**config.mk**
```make
export PLATFORM = sky130hd
export DESIGN_NAME = lifar_bank
export DESIGN_NICKNAME = d
export VERILOG_FILES = /design/src/core/lifar_pkg.sv /design/src/core/lifar_bank.sv
export VERILOG_INCLUDE_DIRS = /design/src /design/src/core
export SDC_FILE = /design/constraint.sdc
export NUM_CORES = 1
export LEC_CHECK = 0
export ABC_CLOCK_PERIOD_IN_PS = 2400
export BUFFER_PORTS_ARGS = -buffer_cell sky130_fd_sc_hd__buf_4
export CORE_MARGIN = 2
export CORE_UTILIZATION = 40
export CTS_BUF_LIST = sky130_fd_sc_hd__clkbuf_8
export DETAILED_ROUTE_END_ITERATION = 10
export PLACE_DENSITY = 0.62
export SLEW_MARGIN = 0
export SYNTH_ARGS = -nofsm -noshare
export SYNTH_HDL_FRONTEND = slang
export SYNTH_SLANG_ARGS = --single-unit
```
**constraint.sdc**
```tcl
create_clock -name I_REF_CLK -period 2.4 [get_ports I_REF_CLK]
set_input_delay 0.36 -clock I_REF_CLK [delete_from_list [all_inputs] [get_ports I_REF_CLK]]
set_output_delay 0.36 -clock I_REF_CLK [all_outputs]
set_load 0.02 [all_outputs]
```
**src/core/lifar_regs.svh**
```systemverilog
// register offsets, field positions, reset values and timing counts
`ifndef LIFAR_REGS_SVH
`define LIFAR_REGS_SVH
`define LIFAR_ADDR_RX_ENABLES 5'h02
`define LIFAR_ADDR_DELAY_REF 5'h03
`define LIFAR_ADDR_PATTERN_FAIL 5'h04
`define LIFAR_ADDR_FIFO_ALARMS 5'h05
`define LIFAR_RST_RX_ENABLES 16'h3FFF
`define LIFAR_RST_DELAY_REF 16'h0000
`define LIFAR_RST_PATTERN_FAIL 16'h0000
`define LIFAR_RST_FIFO_ALARMS 16'h0000
`define LIFAR_MASK_RX_ENABLES 16'h3FFF
`define LIFAR_MASK_DELAY_REF 16'hFFF9
`define LIFAR_MASK_PATTERN_FAIL 16'h3FFF
`define LIFAR_MASK_FIFO_ALARMS 16'hFF00
`define LIFAR_DLYA_DATA_MSB 15
`define LIFAR_DLYA_DATA_LSB 13
`define LIFAR_DLYA_CLK_MSB 12
`define LIFAR_DLYA_CLK_LSB 10
`define LIFAR_DLYB_DATA_MSB 9
`define LIFAR_DLYB_DATA_LSB 7
`define LIFAR_DLYB_CLK_MSB 6
`define LIFAR_DLYB_CLK_LSB 4
`define LIFAR_EXTREF_BIT 3
`define LIFAR_DUAL_CLK_BIT 0
`define LIFAR_ZERO_A_BIT 15
`define LIFAR_ZERO_B_BIT 14
`define LIFAR_FIFOA_MSB 13
`define LIFAR_FIFOA_LSB 11
`define LIFAR_FIFOB_MSB 10
`define LIFAR_FIFOB_LSB 8
`define LIFAR_GOOD_RUN 7'h40
`endif

```
**src/core/lifar_pkg.sv**
```systemverilog
// types shared by the register bank
package lifar_pkg;
    typedef struct packed {
        logic zero_ptr;
        logic collision;
        logic one_apart;
        logic two_apart;
    } lifar_fifo_evt_t;
    typedef struct packed {
        logic [2:0] data_a;
        logic [2:0] clk_a;
        logic [2:0] data_b;
        logic [2:0] clk_b;
    } lifar_delays_t;
    typedef enum logic [1:0] {
        LIFAR_RUN_IDLE = 2'b00,
        LIFAR_RUN_COUNT = 2'b01
    } lifar_run_t;
endpackage : lifar_pkg

```
**src/core/lifar_bank.sv**
```systemverilog
// register bank for receiver enables, delay trims and fifo alarms
`include "lifar_regs.svh"
`timescale 1ns/1ps
`default_nettype none
module lifar_bank (
    // clock and reset
    input wire logic I_REF_CLK,
    input wire logic I_RST,
    // serial register port, already decoded to word accesses
    input wire logic I_WR,
    input wire logic I_RD,
    input wire logic [4:0] I_ADDR,
    input wire logic [15:0] I_WDATA,
    output logic [15:0] O_RDATA,
    // alarm controls from the neighbouring configuration register
    input wire logic I_TWO_APART_ALARM_ENABLE,
    input wire logic I_ONE_APART_ALARM_ENABLE,
    input wire logic I_COLLISION_ALARM_ENABLE,
    input wire logic I_ALARM_AUTO_CLEAR_ENABLE,
    // per-sample events from the datapath, one per clock
    input wire logic I_SAMPLE_VALID,
    input wire logic [13:0] I_PATTERN_MISMATCH,
    input wire lifar_pkg::lifar_fifo_evt_t I_FIFO_A_EVT,
    input wire lifar_pkg::lifar_fifo_evt_t I_FIFO_B_EVT,
    // configuration outputs
    output logic [13:0] O_RX_ENABLE,
    output lifar_pkg::lifar_delays_t O_DELAYS,
    output logic O_EXT_REF_ENABLE,
    output logic O_DUAL_CLOCK_ENABLE
);
    // register words and their next values
    logic [15:0] rx_enables;
    logic [15:0] next_rx_enables;
    logic [15:0] delay_ref;
    logic [15:0] next_delay_ref;
    logic [15:0] pattern_fail;
    logic [15:0] next_pattern_fail;
    logic [15:0] fifo_alarms;
    logic [15:0] next_fifo_alarms;
    logic [15:0] rdata;
    logic [15:0] next_rdata;
    // good-sample run counter
    logic [6:0] good_run;
    logic [6:0] next_good_run;
    lifar_pkg::lifar_run_t run_state;
    lifar_pkg::lifar_run_t next_run_state;
    // decoded write strobes and per-sample events
    logic wr_rx_enables;
    logic wr_delay_ref;
    logic wr_pattern_fail;
    logic wr_fifo_alarms;
    logic [2:0] code_a;
    logic [2:0] code_b;
    logic [15:0] pat_set;
    logic [15:0] fifo_set;
    logic sample_bad;
    logic auto_clear;

    // write strobe for one register address
    function automatic logic wr_hit(input logic wr, input logic [4:0] addr,
                                    input logic [4:0] target);
        return wr && (addr == target);
    endfunction : wr_hit

    // maps pointer events to the 3-bit status code, collision first
    function automatic logic [2:0] fifo_code(input lifar_pkg::lifar_fifo_evt_t evt,
                                             input logic en2, input logic en1,
                                             input logic enc);
        logic [2:0] code;
        code = 3'h0;
        if (evt.collision && enc) begin
            code = 3'h4;
        end else if (evt.one_apart && en1) begin
            code = 3'h2;
        end else if (evt.two_apart && en2) begin
            code = 3'h1;
        end
        return code;
    endfunction : fifo_code

    // sticky update; the clear goes first so a same-cycle event still lands
    function automatic logic [15:0] sticky_next(input logic [15:0] cur,
                                                input logic [15:0] evt_bits,
                                                input logic clr,
                                                input logic [15:0] mask);
        logic [15:0] kept;
        kept = clr ? 16'h0000 : cur;
        return (kept | evt_bits) & mask;
    endfunction : sticky_next

    // write strobes, one per register
    always_comb begin
        wr_rx_enables = wr_hit(I_WR, I_ADDR, `LIFAR_ADDR_RX_ENABLES);
        wr_delay_ref = wr_hit(I_WR, I_ADDR, `LIFAR_ADDR_DELAY_REF);
        wr_pattern_fail = wr_hit(I_WR, I_ADDR, `LIFAR_ADDR_PATTERN_FAIL);
        wr_fifo_alarms = wr_hit(I_WR, I_ADDR, `LIFAR_ADDR_FIFO_ALARMS);
    end

    // pointer status codes, gated by the alarm enables
    always_comb begin
        code_a = fifo_code(I_FIFO_A_EVT, I_TWO_APART_ALARM_ENABLE,
                           I_ONE_APART_ALARM_ENABLE,
                           I_COLLISION_ALARM_ENABLE);
        code_b = fifo_code(I_FIFO_B_EVT, I_TWO_APART_ALARM_ENABLE,
                           I_ONE_APART_ALARM_ENABLE,
                           I_COLLISION_ALARM_ENABLE);
    end

    // pattern bits picked up this cycle; invalid samples raise nothing
    always_comb begin
        pat_set = 16'h0000;
        if (I_SAMPLE_VALID) begin
            pat_set[13:0] = I_PATTERN_MISMATCH;
        end
    end

    // pointer alarm bits picked up this cycle
    always_comb begin
        fifo_set = 16'h0000;
        if (I_SAMPLE_VALID) begin
            fifo_set[`LIFAR_ZERO_A_BIT] = I_FIFO_A_EVT.zero_ptr;
            fifo_set[`LIFAR_ZERO_B_BIT] = I_FIFO_B_EVT.zero_ptr;
            fifo_set[`LIFAR_FIFOA_MSB:`LIFAR_FIFOA_LSB] = code_a;
            fifo_set[`LIFAR_FIFOB_MSB:`LIFAR_FIFOB_LSB] = code_b;
        end
    end

    // a sample is bad if any enabled alarm source would fire
    always_comb begin
        sample_bad = (|I_PATTERN_MISMATCH)
            || I_FIFO_A_EVT.zero_ptr
            || I_FIFO_B_EVT.zero_ptr
            || (code_a != 3'h0)
            || (code_b != 3'h0);
    end

    // good-sample run counter for automatic alarm clearing
    always_comb begin
        next_run_state = run_state;
        next_good_run = good_run;
        auto_clear = 1'b0;
        case (run_state)
            lifar_pkg::LIFAR_RUN_IDLE: begin
                next_good_run = 7'h00;
                if (I_ALARM_AUTO_CLEAR_ENABLE) begin
                    next_run_state = lifar_pkg::LIFAR_RUN_COUNT;
                end
            end
            lifar_pkg::LIFAR_RUN_COUNT: begin
                if (!I_ALARM_AUTO_CLEAR_ENABLE) begin
                    next_run_state = lifar_pkg::LIFAR_RUN_IDLE;
                    next_good_run = 7'h00;
                end else if (I_SAMPLE_VALID && sample_bad) begin
                    next_good_run = 7'h00;
                end else if (I_SAMPLE_VALID) begin
                    if (good_run == (`LIFAR_GOOD_RUN - 7'h01)) begin
                        auto_clear = 1'b1;
                        next_good_run = 7'h00;
                    end else begin
                        next_good_run = good_run + 7'h01;
                    end
                end
            end
            default: begin
                next_run_state = lifar_pkg::LIFAR_RUN_IDLE;
                next_good_run = 7'h00;
            end
        endcase
    end

    // run counter state
    always_ff @(posedge I_REF_CLK or posedge I_RST) begin
        if (I_RST) begin
            run_state <= lifar_pkg::LIFAR_RUN_IDLE;
            good_run <= 7'h00;
        end else begin
            run_state <= next_run_state;
            good_run <= next_good_run;
        end
    end

    // receiver enables: plain read/write, reserved bits masked off
    always_comb begin
        next_rx_enables = rx_enables;
        if (wr_rx_enables) begin
            next_rx_enables = I_WDATA & `LIFAR_MASK_RX_ENABLES;
        end
    end

    always_ff @(posedge I_REF_CLK or posedge I_RST) begin
        if (I_RST) begin
            rx_enables <= `LIFAR_RST_RX_ENABLES;
        end else begin
            rx_enables <= next_rx_enables;
        end
    end

    // delay trims, reference select and dual clock bit
    always_comb begin
        next_delay_ref = delay_ref;
        if (wr_delay_ref) begin
            next_delay_ref = I_WDATA & `LIFAR_MASK_DELAY_REF;
        end
    end

    always_ff @(posedge I_REF_CLK or posedge I_RST) begin
        if (I_RST) begin
            delay_ref <= `LIFAR_RST_DELAY_REF;
        end else begin
            delay_ref <= next_delay_ref;
        end
    end

    // pattern results; any written value clears the whole word
    always_comb begin
        next_pattern_fail = sticky_next(pattern_fail,
                                        pat_set,
                                        wr_pattern_fail || auto_clear,
                                        `LIFAR_MASK_PATTERN_FAIL);
    end

    always_ff @(posedge I_REF_CLK or posedge I_RST) begin
        if (I_RST) begin
            pattern_fail <= `LIFAR_RST_PATTERN_FAIL;
        end else begin
            pattern_fail <= next_pattern_fail;
        end
    end

    // pointer alarms; cleared the same way as the pattern results
    always_comb begin
        next_fifo_alarms = sticky_next(fifo_alarms,
                                       fifo_set,
                                       wr_fifo_alarms || auto_clear,
                                       `LIFAR_MASK_FIFO_ALARMS);
    end

    always_ff @(posedge I_REF_CLK or posedge I_RST) begin
        if (I_RST) begin
            fifo_alarms <= `LIFAR_RST_FIFO_ALARMS;
        end else begin
            fifo_alarms <= next_fifo_alarms;
        end
    end

    // read data is registered and holds until the next read strobe
    always_comb begin
        next_rdata = rdata;
        if (I_RD) begin
            case (I_ADDR)
                `LIFAR_ADDR_RX_ENABLES: begin
                    next_rdata = rx_enables;
                end
                `LIFAR_ADDR_DELAY_REF: begin
                    next_rdata = delay_ref;
                end
                `LIFAR_ADDR_PATTERN_FAIL: begin
                    next_rdata = pattern_fail;
                end
                `LIFAR_ADDR_FIFO_ALARMS: begin
                    next_rdata = fifo_alarms;
                end
                default: begin
                    next_rdata = 16'h0000;
                end
            endcase
        end
    end

    always_ff @(posedge I_REF_CLK or posedge I_RST) begin
        if (I_RST) begin
            rdata <= 16'h0000;
        end else begin
            rdata <= next_rdata;
        end
    end

    // configuration fields straight from the flops
    assign O_RDATA = rdata;
    assign O_RX_ENABLE = rx_enables[13:0];
    assign O_DELAYS.data_a = delay_ref[`LIFAR_DLYA_DATA_MSB:`LIFAR_DLYA_DATA_LSB];
    assign O_DELAYS.clk_a = delay_ref[`LIFAR_DLYA_CLK_MSB:`LIFAR_DLYA_CLK_LSB];
    assign O_DELAYS.data_b = delay_ref[`LIFAR_DLYB_DATA_MSB:`LIFAR_DLYB_DATA_LSB];
    assign O_DELAYS.clk_b = delay_ref[`LIFAR_DLYB_CLK_MSB:`LIFAR_DLYB_CLK_LSB];
    assign O_EXT_REF_ENABLE = delay_ref[`LIFAR_EXTREF_BIT];
    // passed on as stored; only valid when the host is in software-sync mode
    assign O_DUAL_CLOCK_ENABLE = delay_ref[`LIFAR_DUAL_CLK_BIT];
endmodule : lifar_bank
`default_nettype wire

```
* Yosys cells after proc, flatten, opt, wreduce, memory -nomap -nowiden
Cells that the tools add are included.
** Cells by class
- Add/sub/neg operators :: 1
- Eq/ne operators :: 9
- Multiplexer cells :: 24
- Bitwise logic cells :: 2
- Reduce and logical (&&, ||, !) cells :: 22
** Operator list (count)
- $pmux 16 s4 :: 1
- $mux 7 :: 5
- $mux 14 :: 2
- $mux 16 :: 1
- $or 16x16->16 :: 1
- $or 14x14->14 :: 1
- $reduce_or 14->1 :: 1
- $logic_and 1x1->1 :: 11
- $eq 5x2->1 const B :: 2
- $eq 5x3->1 const B :: 2
- $mux 3 :: 3
- $mux 8 :: 1
- $add 7x1->7 const B :: 1
- $eq 7x6->1 const B :: 1
- $mux 1 :: 7
- $logic_or 1x1->1 :: 6
- $mux 2 :: 3
- $reduce_bool 3->1 :: 2
- $ne 2x2->1 const B :: 2
- $ne 4x4->1 const B :: 1
- $pmux 2 s2 :: 1
- $eq 2x1->1 const B :: 1
- $logic_not 2->1 :: 1
- $reduce_and 2->1 :: 1
** Storage, ports and cells
- Register bits after elaboration :: 75
- Input bits :: 52
- Output and inout port bits :: 44
- Logic and storage cells :: 65

* Logic depth before layout (Yosys ltp)
Gate-level depths: netlist of the first run.
- Word-level depth :: 14
- Gate-level depth with buffers :: 7
- Gate-level depth less buffers :: 6

* Worst setup path after synthesis of the first run
OpenSTA, ideal clock, no wires.
- Path kind :: reg-to-reg
- From :: register good_run[0]
- To :: register pattern_fail[10]
- Setup time :: 0.121 ns
- Arrival time :: 1.539 ns
- Data required time :: 2.279 ns
- Setup slack :: 0.740 ns
- Stages on the path, launching flop included :: 8
- Buffers on the path :: 1
- Clock period less this slack :: 1.660 ns
- Path through :: dfrtp_1 ha_1 nand3_2 or3_4 inv_1 a22oi_2 buf_6 a22o_1
** On the way
- Word-level cells in the longest chain between the ends :: 9
** RTL lines
- start: declaration :: line lifar_bank.sv:43 : logic [6:0] good_run;
- start signal: assignment :: line lifar_bank.sv:178 : good_run <= next_good_run;
- $eq 7x6->1 :: line lifar_bank.sv:156 : if (good_run == (`LIFAR_GOOD_RUN - 7'h01)) begin
- $mux 1 :: line lifar_bank.sv:156
- $mux 1 :: line lifar_bank.sv:155 : end else if (I_SAMPLE_VALID) begin
- $mux 1 :: line lifar_bank.sv:153 : end else if (I_SAMPLE_VALID && sample_bad) begin
- $mux 1 :: line lifar_bank.sv:150 : if (!I_ALARM_AUTO_CLEAR_ENABLE) begin
- $mux 1 :: line lifar_bank.sv:142 : case (run_state)
- $logic_or 1x1->1 :: line lifar_bank.sv:218 : wr_pattern_fail || auto_clear,
- $mux 14 :: line lifar_bank.sv:87 : kept = clr ? 16'h0000 : cur;
- $or 14x14->14 :: line lifar_bank.sv:88 : return (kept | evt_bits) & mask;
- net next_pattern_fail[10] :: line lifar_bank.sv:37 : logic [15:0] next_pattern_fail;
- end signal: assignment :: line lifar_bank.sv:224 : pattern_fail <= `LIFAR_RST_PATTERN_FAIL;
- end signal: assignment :: line lifar_bank.sv:226 : pattern_fail <= next_pattern_fail;
- end: declaration :: line lifar_bank.sv:36 : logic [15:0] pattern_fail;
The timed path passes the listed nets, and every way through them passes these cells.
A chain may end at the register's enable or synchronous reset.

* Final worst setup path of the first run
- From :: register good_run[0]
- To :: register pattern_fail[7]
Same word-level chain as after synthesis.

==> results of run 1 <==
[stage by stage]
stage          hold slack (ns)  cells
2_1_floorplan            0.450    266
3_3_place_gp             0.377    458
3_5_place_dp             0.374    458
4_1_cts                  0.130    475
5_1_grt                  0.132    475
6_report                 0.142    475
[synthesized netlist by cell type (2+ instances only)]
| cell type | number | area, um^2 |
|---|---|---|
| clkbuf_1 | 5 | 18.8 |
| nand3_1 | 4 | 20.0 |
| buf_2 | 8 | 40.0 |
| nand2_1 | 13 | 48.8 |
| a21o_1 | 8 | 60.1 |
| a222oi_1 | 6 | 60.1 |
| o21ai_0 | 12 | 60.1 |
| o22ai_1 | 10 | 62.6 |
| inv_1 | 20 | 75.1 |
| and4bb_2 | 2 | 25.0 |
| dfrtp_1 | 60 | 1500 |
| a22oi_1 | 16 | 120 |
| nor3_1 | 3 | 15.0 |
| a32o_1 | 2 | 20.0 |
| and3_1 | 3 | 18.8 |
| dfstp_2 | 14 | 368 |
| a21oi_1 | 3 | 15.0 |
| mux2_2 | 28 | 315 |
| a22o_1 | 21 | 184 |
| nor2_1 | 4 | 15.0 |
| buf_6 | 2 | 22.5 |
| mux2i_1 | 2 | 20.0 |
| and4b_1 | 2 | 20.0 |
[power by group through the flow]
stage / logic (mW) / registers, mW / clock network [mW]
after floorplan: 0.166 / 1.61 / 0
after global placement: 0.547 / 1.52 / 0
after detailed placement: 0.553 / 1.52 / 0
after CTS: 0.555 / 1.50 / 1.11
after global routing: 0.591 / 1.52 / 1.17
final: 0.548 / 1.50 / 1.09
[sequential cells by signal (all words and copies together) (netlist names)]
signal	cells
run_state	1
O_RDATA	16
rx_enables	14
fifo_alarms	8
pattern_fail	14
delay_ref	14
good_run	7
[critical path: cells and delay by family, from the launching register on]
family	cells	cell delay [ns]
and+or+nand+nor	2	0.27
buffers and inverters	1	0.08
adders and majority gates	1	0.26
AOI/OAI and AO/OA	2	0.78
DFF	1	0.42
[cell usage in the layout, fill, tap and decap left out, drive strengths merged, types with 6 or more instances in the layout]
master  count
a21o        8
a222oi      6
a22o       21
a22oi      18
buf       102
clkbuf      9
dfrtp      60
dfstp      14
inv        21
mux2       28
nand2      14
o21ai      12
o22ai      10
[metal layers]
metal	routed length [um]	global-route usage (%)
met1	3970	29.8
met2	3780	28.0
met3	573	3.35
met4	106	7.37
met5	0	0
[cell type report]
cell class,instances,share of cell area (%)
inverter,20,1.73
clock inverter,7,2.36
multi-input combinational,157,28.9
clock buffer,9,2.85
tap,105,3.02
sequential,74,43.0
timing repair buffer,103,18.1
[cell families after synthesis]
kind of cell    Yosys count  synth area share [%]
mux                      30                  10.2
compound gates           83                  19.4
flops                    74                  57.0
xor+xnor                  1                 0.267
buf+inv                  35                  4.77
fa+ha+maj                 1                 0.381
simple gates             42                  8.01
[how the worst min path moves through the flow]
stage,end
3_3_place_gp,delay_ref[0]
6_report,run_state[0]
5_1_grt,run_state[0]
3_5_place_dp,delay_ref[0]
4_1_cts,run_state[0]
2_1_floorplan,fifo_alarms[11]
==> reports/results.ini, run 1 <==
[setup_path]
worstRegToRegCells = 6
rrSetupSlack_ns = 0.52
rr_endpoint = pattern_fail[7]
rr_startpoint = good_run[0]
critical_path.slowest_cell = a22oi_2
cp-startpoint = good_run[0]
critPathCaptureType = register
worstPathMaxFanout = 14
cp_cell_sequence = ha_1, nand3_2, or3_4, inv_1, a22oi_2, a22o_1
cp.required_ns = 2.68
start_kind = register
cp-endpoint = pattern_fail[7]
arrival_ns = 2.16
crit_path_max_incr_delay_ns = 0.55
worstSetupPathType = register to register

[pwr]
power_frac_comb_pct = 17.5
cellLeakagePower_nw = 2.00
p_total_mw = 3.14
net-switching-power_uw = 866
internal_power_mw = 2.27
seq_power_share_pct = 47.8
power_frac_clock_pct = 34.7
power-per-cell-area_nw_per_um2 = 722
ir_drop_mv = 0.341
sw_frac_of_total_pct = 27.6

[timing]
finalHoldViolations = 0
fin_ws_ns = 0.522
slew_headroom_pct = 51.3
rsz0062_at_grt = false
fmax_ghz = 0.533
fin_setup_tns_ns = 0
report.final.slew_viol_count = 0
clock_skew_ns = 0.00826
worstMarginPinSlew_ns = 0.729
post-route-period-util_pct = 78.2
setup_viol = 0
fin_crit_ns = 1.88

[routing]
remaining_drc_errors = 0
avgViaCountPerCell = 5.41
ant_nets = 0
wl_per_cell_um = 17.7
via_count = 2571
wl_um = 8430
drt-initial-drc-count = 198
drt-pass1-iter-count = 5

[clock_tree]
cts_sinks = 74
post_cts_buffers = 0
insertion_delay_ns = 0.35
clock_path_buffers = 2
cts.htree.levels = 3
path_clk_slew_ns = 0.08
cts_buffers = 9
postCtsHoldBufs = 1
cts_root_buf = clkbuf_8
ctsResizeCount = 0
cts_tree = done

[grt]
first_global_vias = 2501
antenna_found_initial = 0
gr-total-overflow = 0
grt_pass1_wl_um = 13200
track_usage_pct = 19.6
grt_max_degree = 39

[logic_synthesis]
synthesis.nets = 319
synth_seq_cells = 74
ys.flop_type = dfrtp_1
synth-edff-count = 0
yosysWarnings = 0
synth_area_um2 = 3280
syn-instance-count = 266
syn_avg_cell_area_um2 = 12.3
postSynth.asyncResetShare_pct = 100
synthDistinctLibCells = 41
yosysSeqAreaShare_pct = 57.0

[die]
io_pins = 96
die_y_um = 94.6
die-area_um2 = 8950
die_w_um = 94.6
core_um2 = 8090
start_util_pct = 40.6
rows = 33

[final_layout]
fin_util_pct = 53.7
fillers = 720
finalNetCount = 418
design_area_um2 = 4350
multi_input_area_um2 = 1260
regArea_um2 = 1870
diodes = 0
area_delta_synth_final_pct = 32.4
layout-drive-gt1-share_pct = 46.5

[min_path]
hp-start = I_ALARM_AUTO_CLEAR_ENABLE
hp-class = primary input to register
whs_path_depth = 1

[placed_design]
portBuffers = 95
hpwl_um = 5960
placed_area_um2 = 4110
place_worst_setup_slack_ns = 0.367
gp_congestion = 0.794

[run_status]
outcome = finished, final reports clean

[run]
cap_violations = 0

Power figures use the tool's default switching activity.
==> inputs of run 2 (changes only) <==
--- a/config.mk
+++ b/config.mk
@@ -6,13 +6,14 @@
 export SDC_FILE = /design/constraint.sdc
 export NUM_CORES = 1
 export LEC_CHECK = 0
-export ABC_CLOCK_PERIOD_IN_PS = 2400
+export ABC_AREA = 1
+export ABC_CLOCK_PERIOD_IN_PS = 1700
 export BUFFER_PORTS_ARGS = -buffer_cell sky130_fd_sc_hd__buf_4
 export CORE_MARGIN = 2
 export CORE_UTILIZATION = 40
 export CTS_BUF_LIST = sky130_fd_sc_hd__clkbuf_8
 export DETAILED_ROUTE_END_ITERATION = 10
-export PLACE_DENSITY = 0.62
+export PLACE_DENSITY = 0.64
 export SLEW_MARGIN = 0
 export SYNTH_ARGS = -nofsm -noshare
 export SYNTH_HDL_FRONTEND = slang
==> constraint.sdc (replaced) <==
create_clock -name I_REF_CLK -period 1.7 [get_ports I_REF_CLK]
set_input_delay 0.255 -clock I_REF_CLK [delete_from_list [all_inputs] [get_ports I_REF_CLK]]
set_output_delay 0.255 -clock I_REF_CLK [all_outputs]
set_load 0.02 [all_outputs]
==> reports/results.ini, run 2 <==
[min_path]
hp-class = primary input to async pin

[pwr]
ir_drop_mv = 0.458
power-per-cell-area_nw_per_um2 = 924
cellLeakagePower_nw = 2.36

[grt]
grt_pass1_wl_um = 14700
track_usage_pct = 19.1
antenna_found_initial = 0
grt_max_degree = 75
first_global_vias = 3096
gr-total-overflow = 0

[die]
rows = 34
io_pins = 96
start_util_pct = 40.7
die_w_um = 97.7
core_um2 = 8640
die_y_um = 97.7
die-area_um2 = 9550

[logic_synthesis]
synthesis.nets = 478
synth_seq_cells = 74
postSynth.asyncResetShare_pct = 100
syn_avg_cell_area_um2 = 8.27
synthMuxAreaShare_pct = 0.854
yosysMostFrequentCell = nand2_1
synth_compound_area_share_pct = 6.94
synth_top_family_by_area = simple AND/OR/NAND/NOR gates
ys.flop_type = dfrtp_1
synth-simple-area-share_pct = 32.2
synth_top_area_share_pct = 42.7
syn-instance-count = 425
yosysSeqAreaShare_pct = 53.2
yosysTopAreaCell = dfrtp_1
synthDistinctLibCells = 29
synth_commonest_cells = nand2_1, dfrtp_1, nand3_1, inv_1, nor2_1
synth-edff-count = 0
yosysWarnings = 0
synth_area_um2 = 3510
synthXorXnorAreaFrac_pct = 0.748
synthAdderAreaFrac_pct = 0.356
synth_area_leaders = dfrtp_1, nand2_1, dfstp_2

[run_status]
outcome = finished, final reports clean

[final_layout]
finalNetCount = 576
final_common_cell = nand2_1
area_delta_synth_final_pct = 28.7
final_cell_mix = nand2_1, buf_4, dfrtp_1, nand3_1, inv_1
design_area_um2 = 4520
largest_reg_flops = 16
layout-drive-gt1-share_pct = 30.1
diodes = 0

[routing]
remaining_drc_errors = 0
wl_per_cell_um = 13.8
drt-pass1-iter-count = 5
ant_nets = 0
wl_um = 8800
via_count = 3125
avgViaCountPerCell = 4.91
drt-initial-drc-count = 157

[setup_path]
worstPathMaxFanout = 22
critPathCaptureType = register
rrSetupSlack_ns = 0.12
arrival_ns = 1.80
crit_buf_inv = 2
cpMostUsedCell = nand2_1
crit_family = simple AND/OR/NAND/NOR gates
worstSetupPathType = register to register
cp_cell_sequence = ha_1, nand2_1, inv_2, nand2_1, nor2_2, nand4_2, buf_4, nand3_1, nand2_1
crit_path_max_incr_delay_ns = 0.39
cp.required_ns = 1.92
start_kind = register
critical_path.slowest_cell = dfrtp_1

[run]
cap_violations = 0

[clock_tree]
cts_tree = done
path_clk_slew_ns = 0.07
cts_buffers = 9
clock_path_buffers = 2
cts_root_buf = clkbuf_8
cts_sinks = 74
cts.htree.levels = 3
insertion_delay_ns = 0.34

[timing]
hold_slack_ns = 0.00635
report.final.slew_viol_count = 0
worstMarginPinSlew_ns = 0.529
fmax_ghz = 0.633
post-route-period-util_pct = 92.9
finalHoldViolations = 0
rsz0062_at_grt = false
fin_crit_ns = 1.58
fin_setup_tns_ns = 0
clock_skew_ns = 0.0108
setup_viol = 0
slew_headroom_pct = 64.6

[placed_design]
placed_area_um2 = 4350
portBuffers = 95
hpwl_um = 6600
gp_congestion = 0.836

run 2: cell families after synthesis:
kind of cell,after synthesis
XOR/XNOR,3
AND/OR/NAND/NOR,262
buffers and inverters,45
multiplexers,2
AO/OA/AOI/OAI,38
flip-flops,74
adder cells (fa/ha/maj),1
run 2: worst reg2reg max path: stages, from the launching register on:
cell and delay [ns]:
dfrtp_1 0.39, ha_1 0.19, nand2_1 0.07, inv_2 0.07
nand2_1 0.09, nor2_2 0.15, nand4_2 0.11, buf_4 0.22
nand3_1 0.10, nand2_1 0.07
run 2: area by class of cell:
cell class	instances	area [um^2]
fillers	847	4110
flip-flops and latches	74	1870
multi-input cells	306	1450
repair buffers	103	786
clock buffers	11	151
well taps	108	135
inverters	29	113
clock inverters	5	22.5
run 2: worst paths after layout:
kind / endpoint / depth (start not counted) / start
setup / recovery: pattern_fail[7] / 9 / good_run[0]
hold / removal: delay_ref[5] / 3 / I_RST
setup reg to reg: pattern_fail[7] / 9 / good_run[0]
hold reg to reg: O_RDATA[14] / 1 / O_RDATA[14]
max in group asynchronous: rx_enables[8] / 3 / I_RST
min in group I_REF_CLK: run_state[0] / 1 / I_ALARM_AUTO_CLEAR_ENABLE
run 2: power by group:
part	switching, mW	leakage [nW]	internal [mW]
Sequential	0.140	0.861	1.98
Clock	0.609	0.101	0.592
Combinational	0.474	1.40	0.380
run 2: timing repair:
action / in CTS / in global routing
setup buffers: 0 / 0
endpoints found under the hold margin: 0 / 0
endpoints found under the setup margin: 0 / 17
resized for setup: 0 / 1
hold buffers: 0 / 0
run 2: metal layers:
layer / GRT usage, % / routed length (um)
met1: 25.7 / 3940
met2: 31.5 / 4280
met3: 3.44 / 437
met4: 6.41 / 139
met5: 0 / 0
run 2: through the flow:
stage | power [mW] | cells | utilization, % | worst slack (ns)
4_1_cts | 4.23 | 636 | 52.3 | 0.0752
2_1_floorplan | 2.59 | 425 | - | 0.314
3_5_place_dp | 3.02 | 620 | 50.3 | 0.108
6_report | 4.18 | 636 | 52.4 | 0.120
5_1_grt | 4.38 | 636 | 52.4 | 0.00140
3_3_place_gp | 3.00 | 620 | 50.3 | 0.152
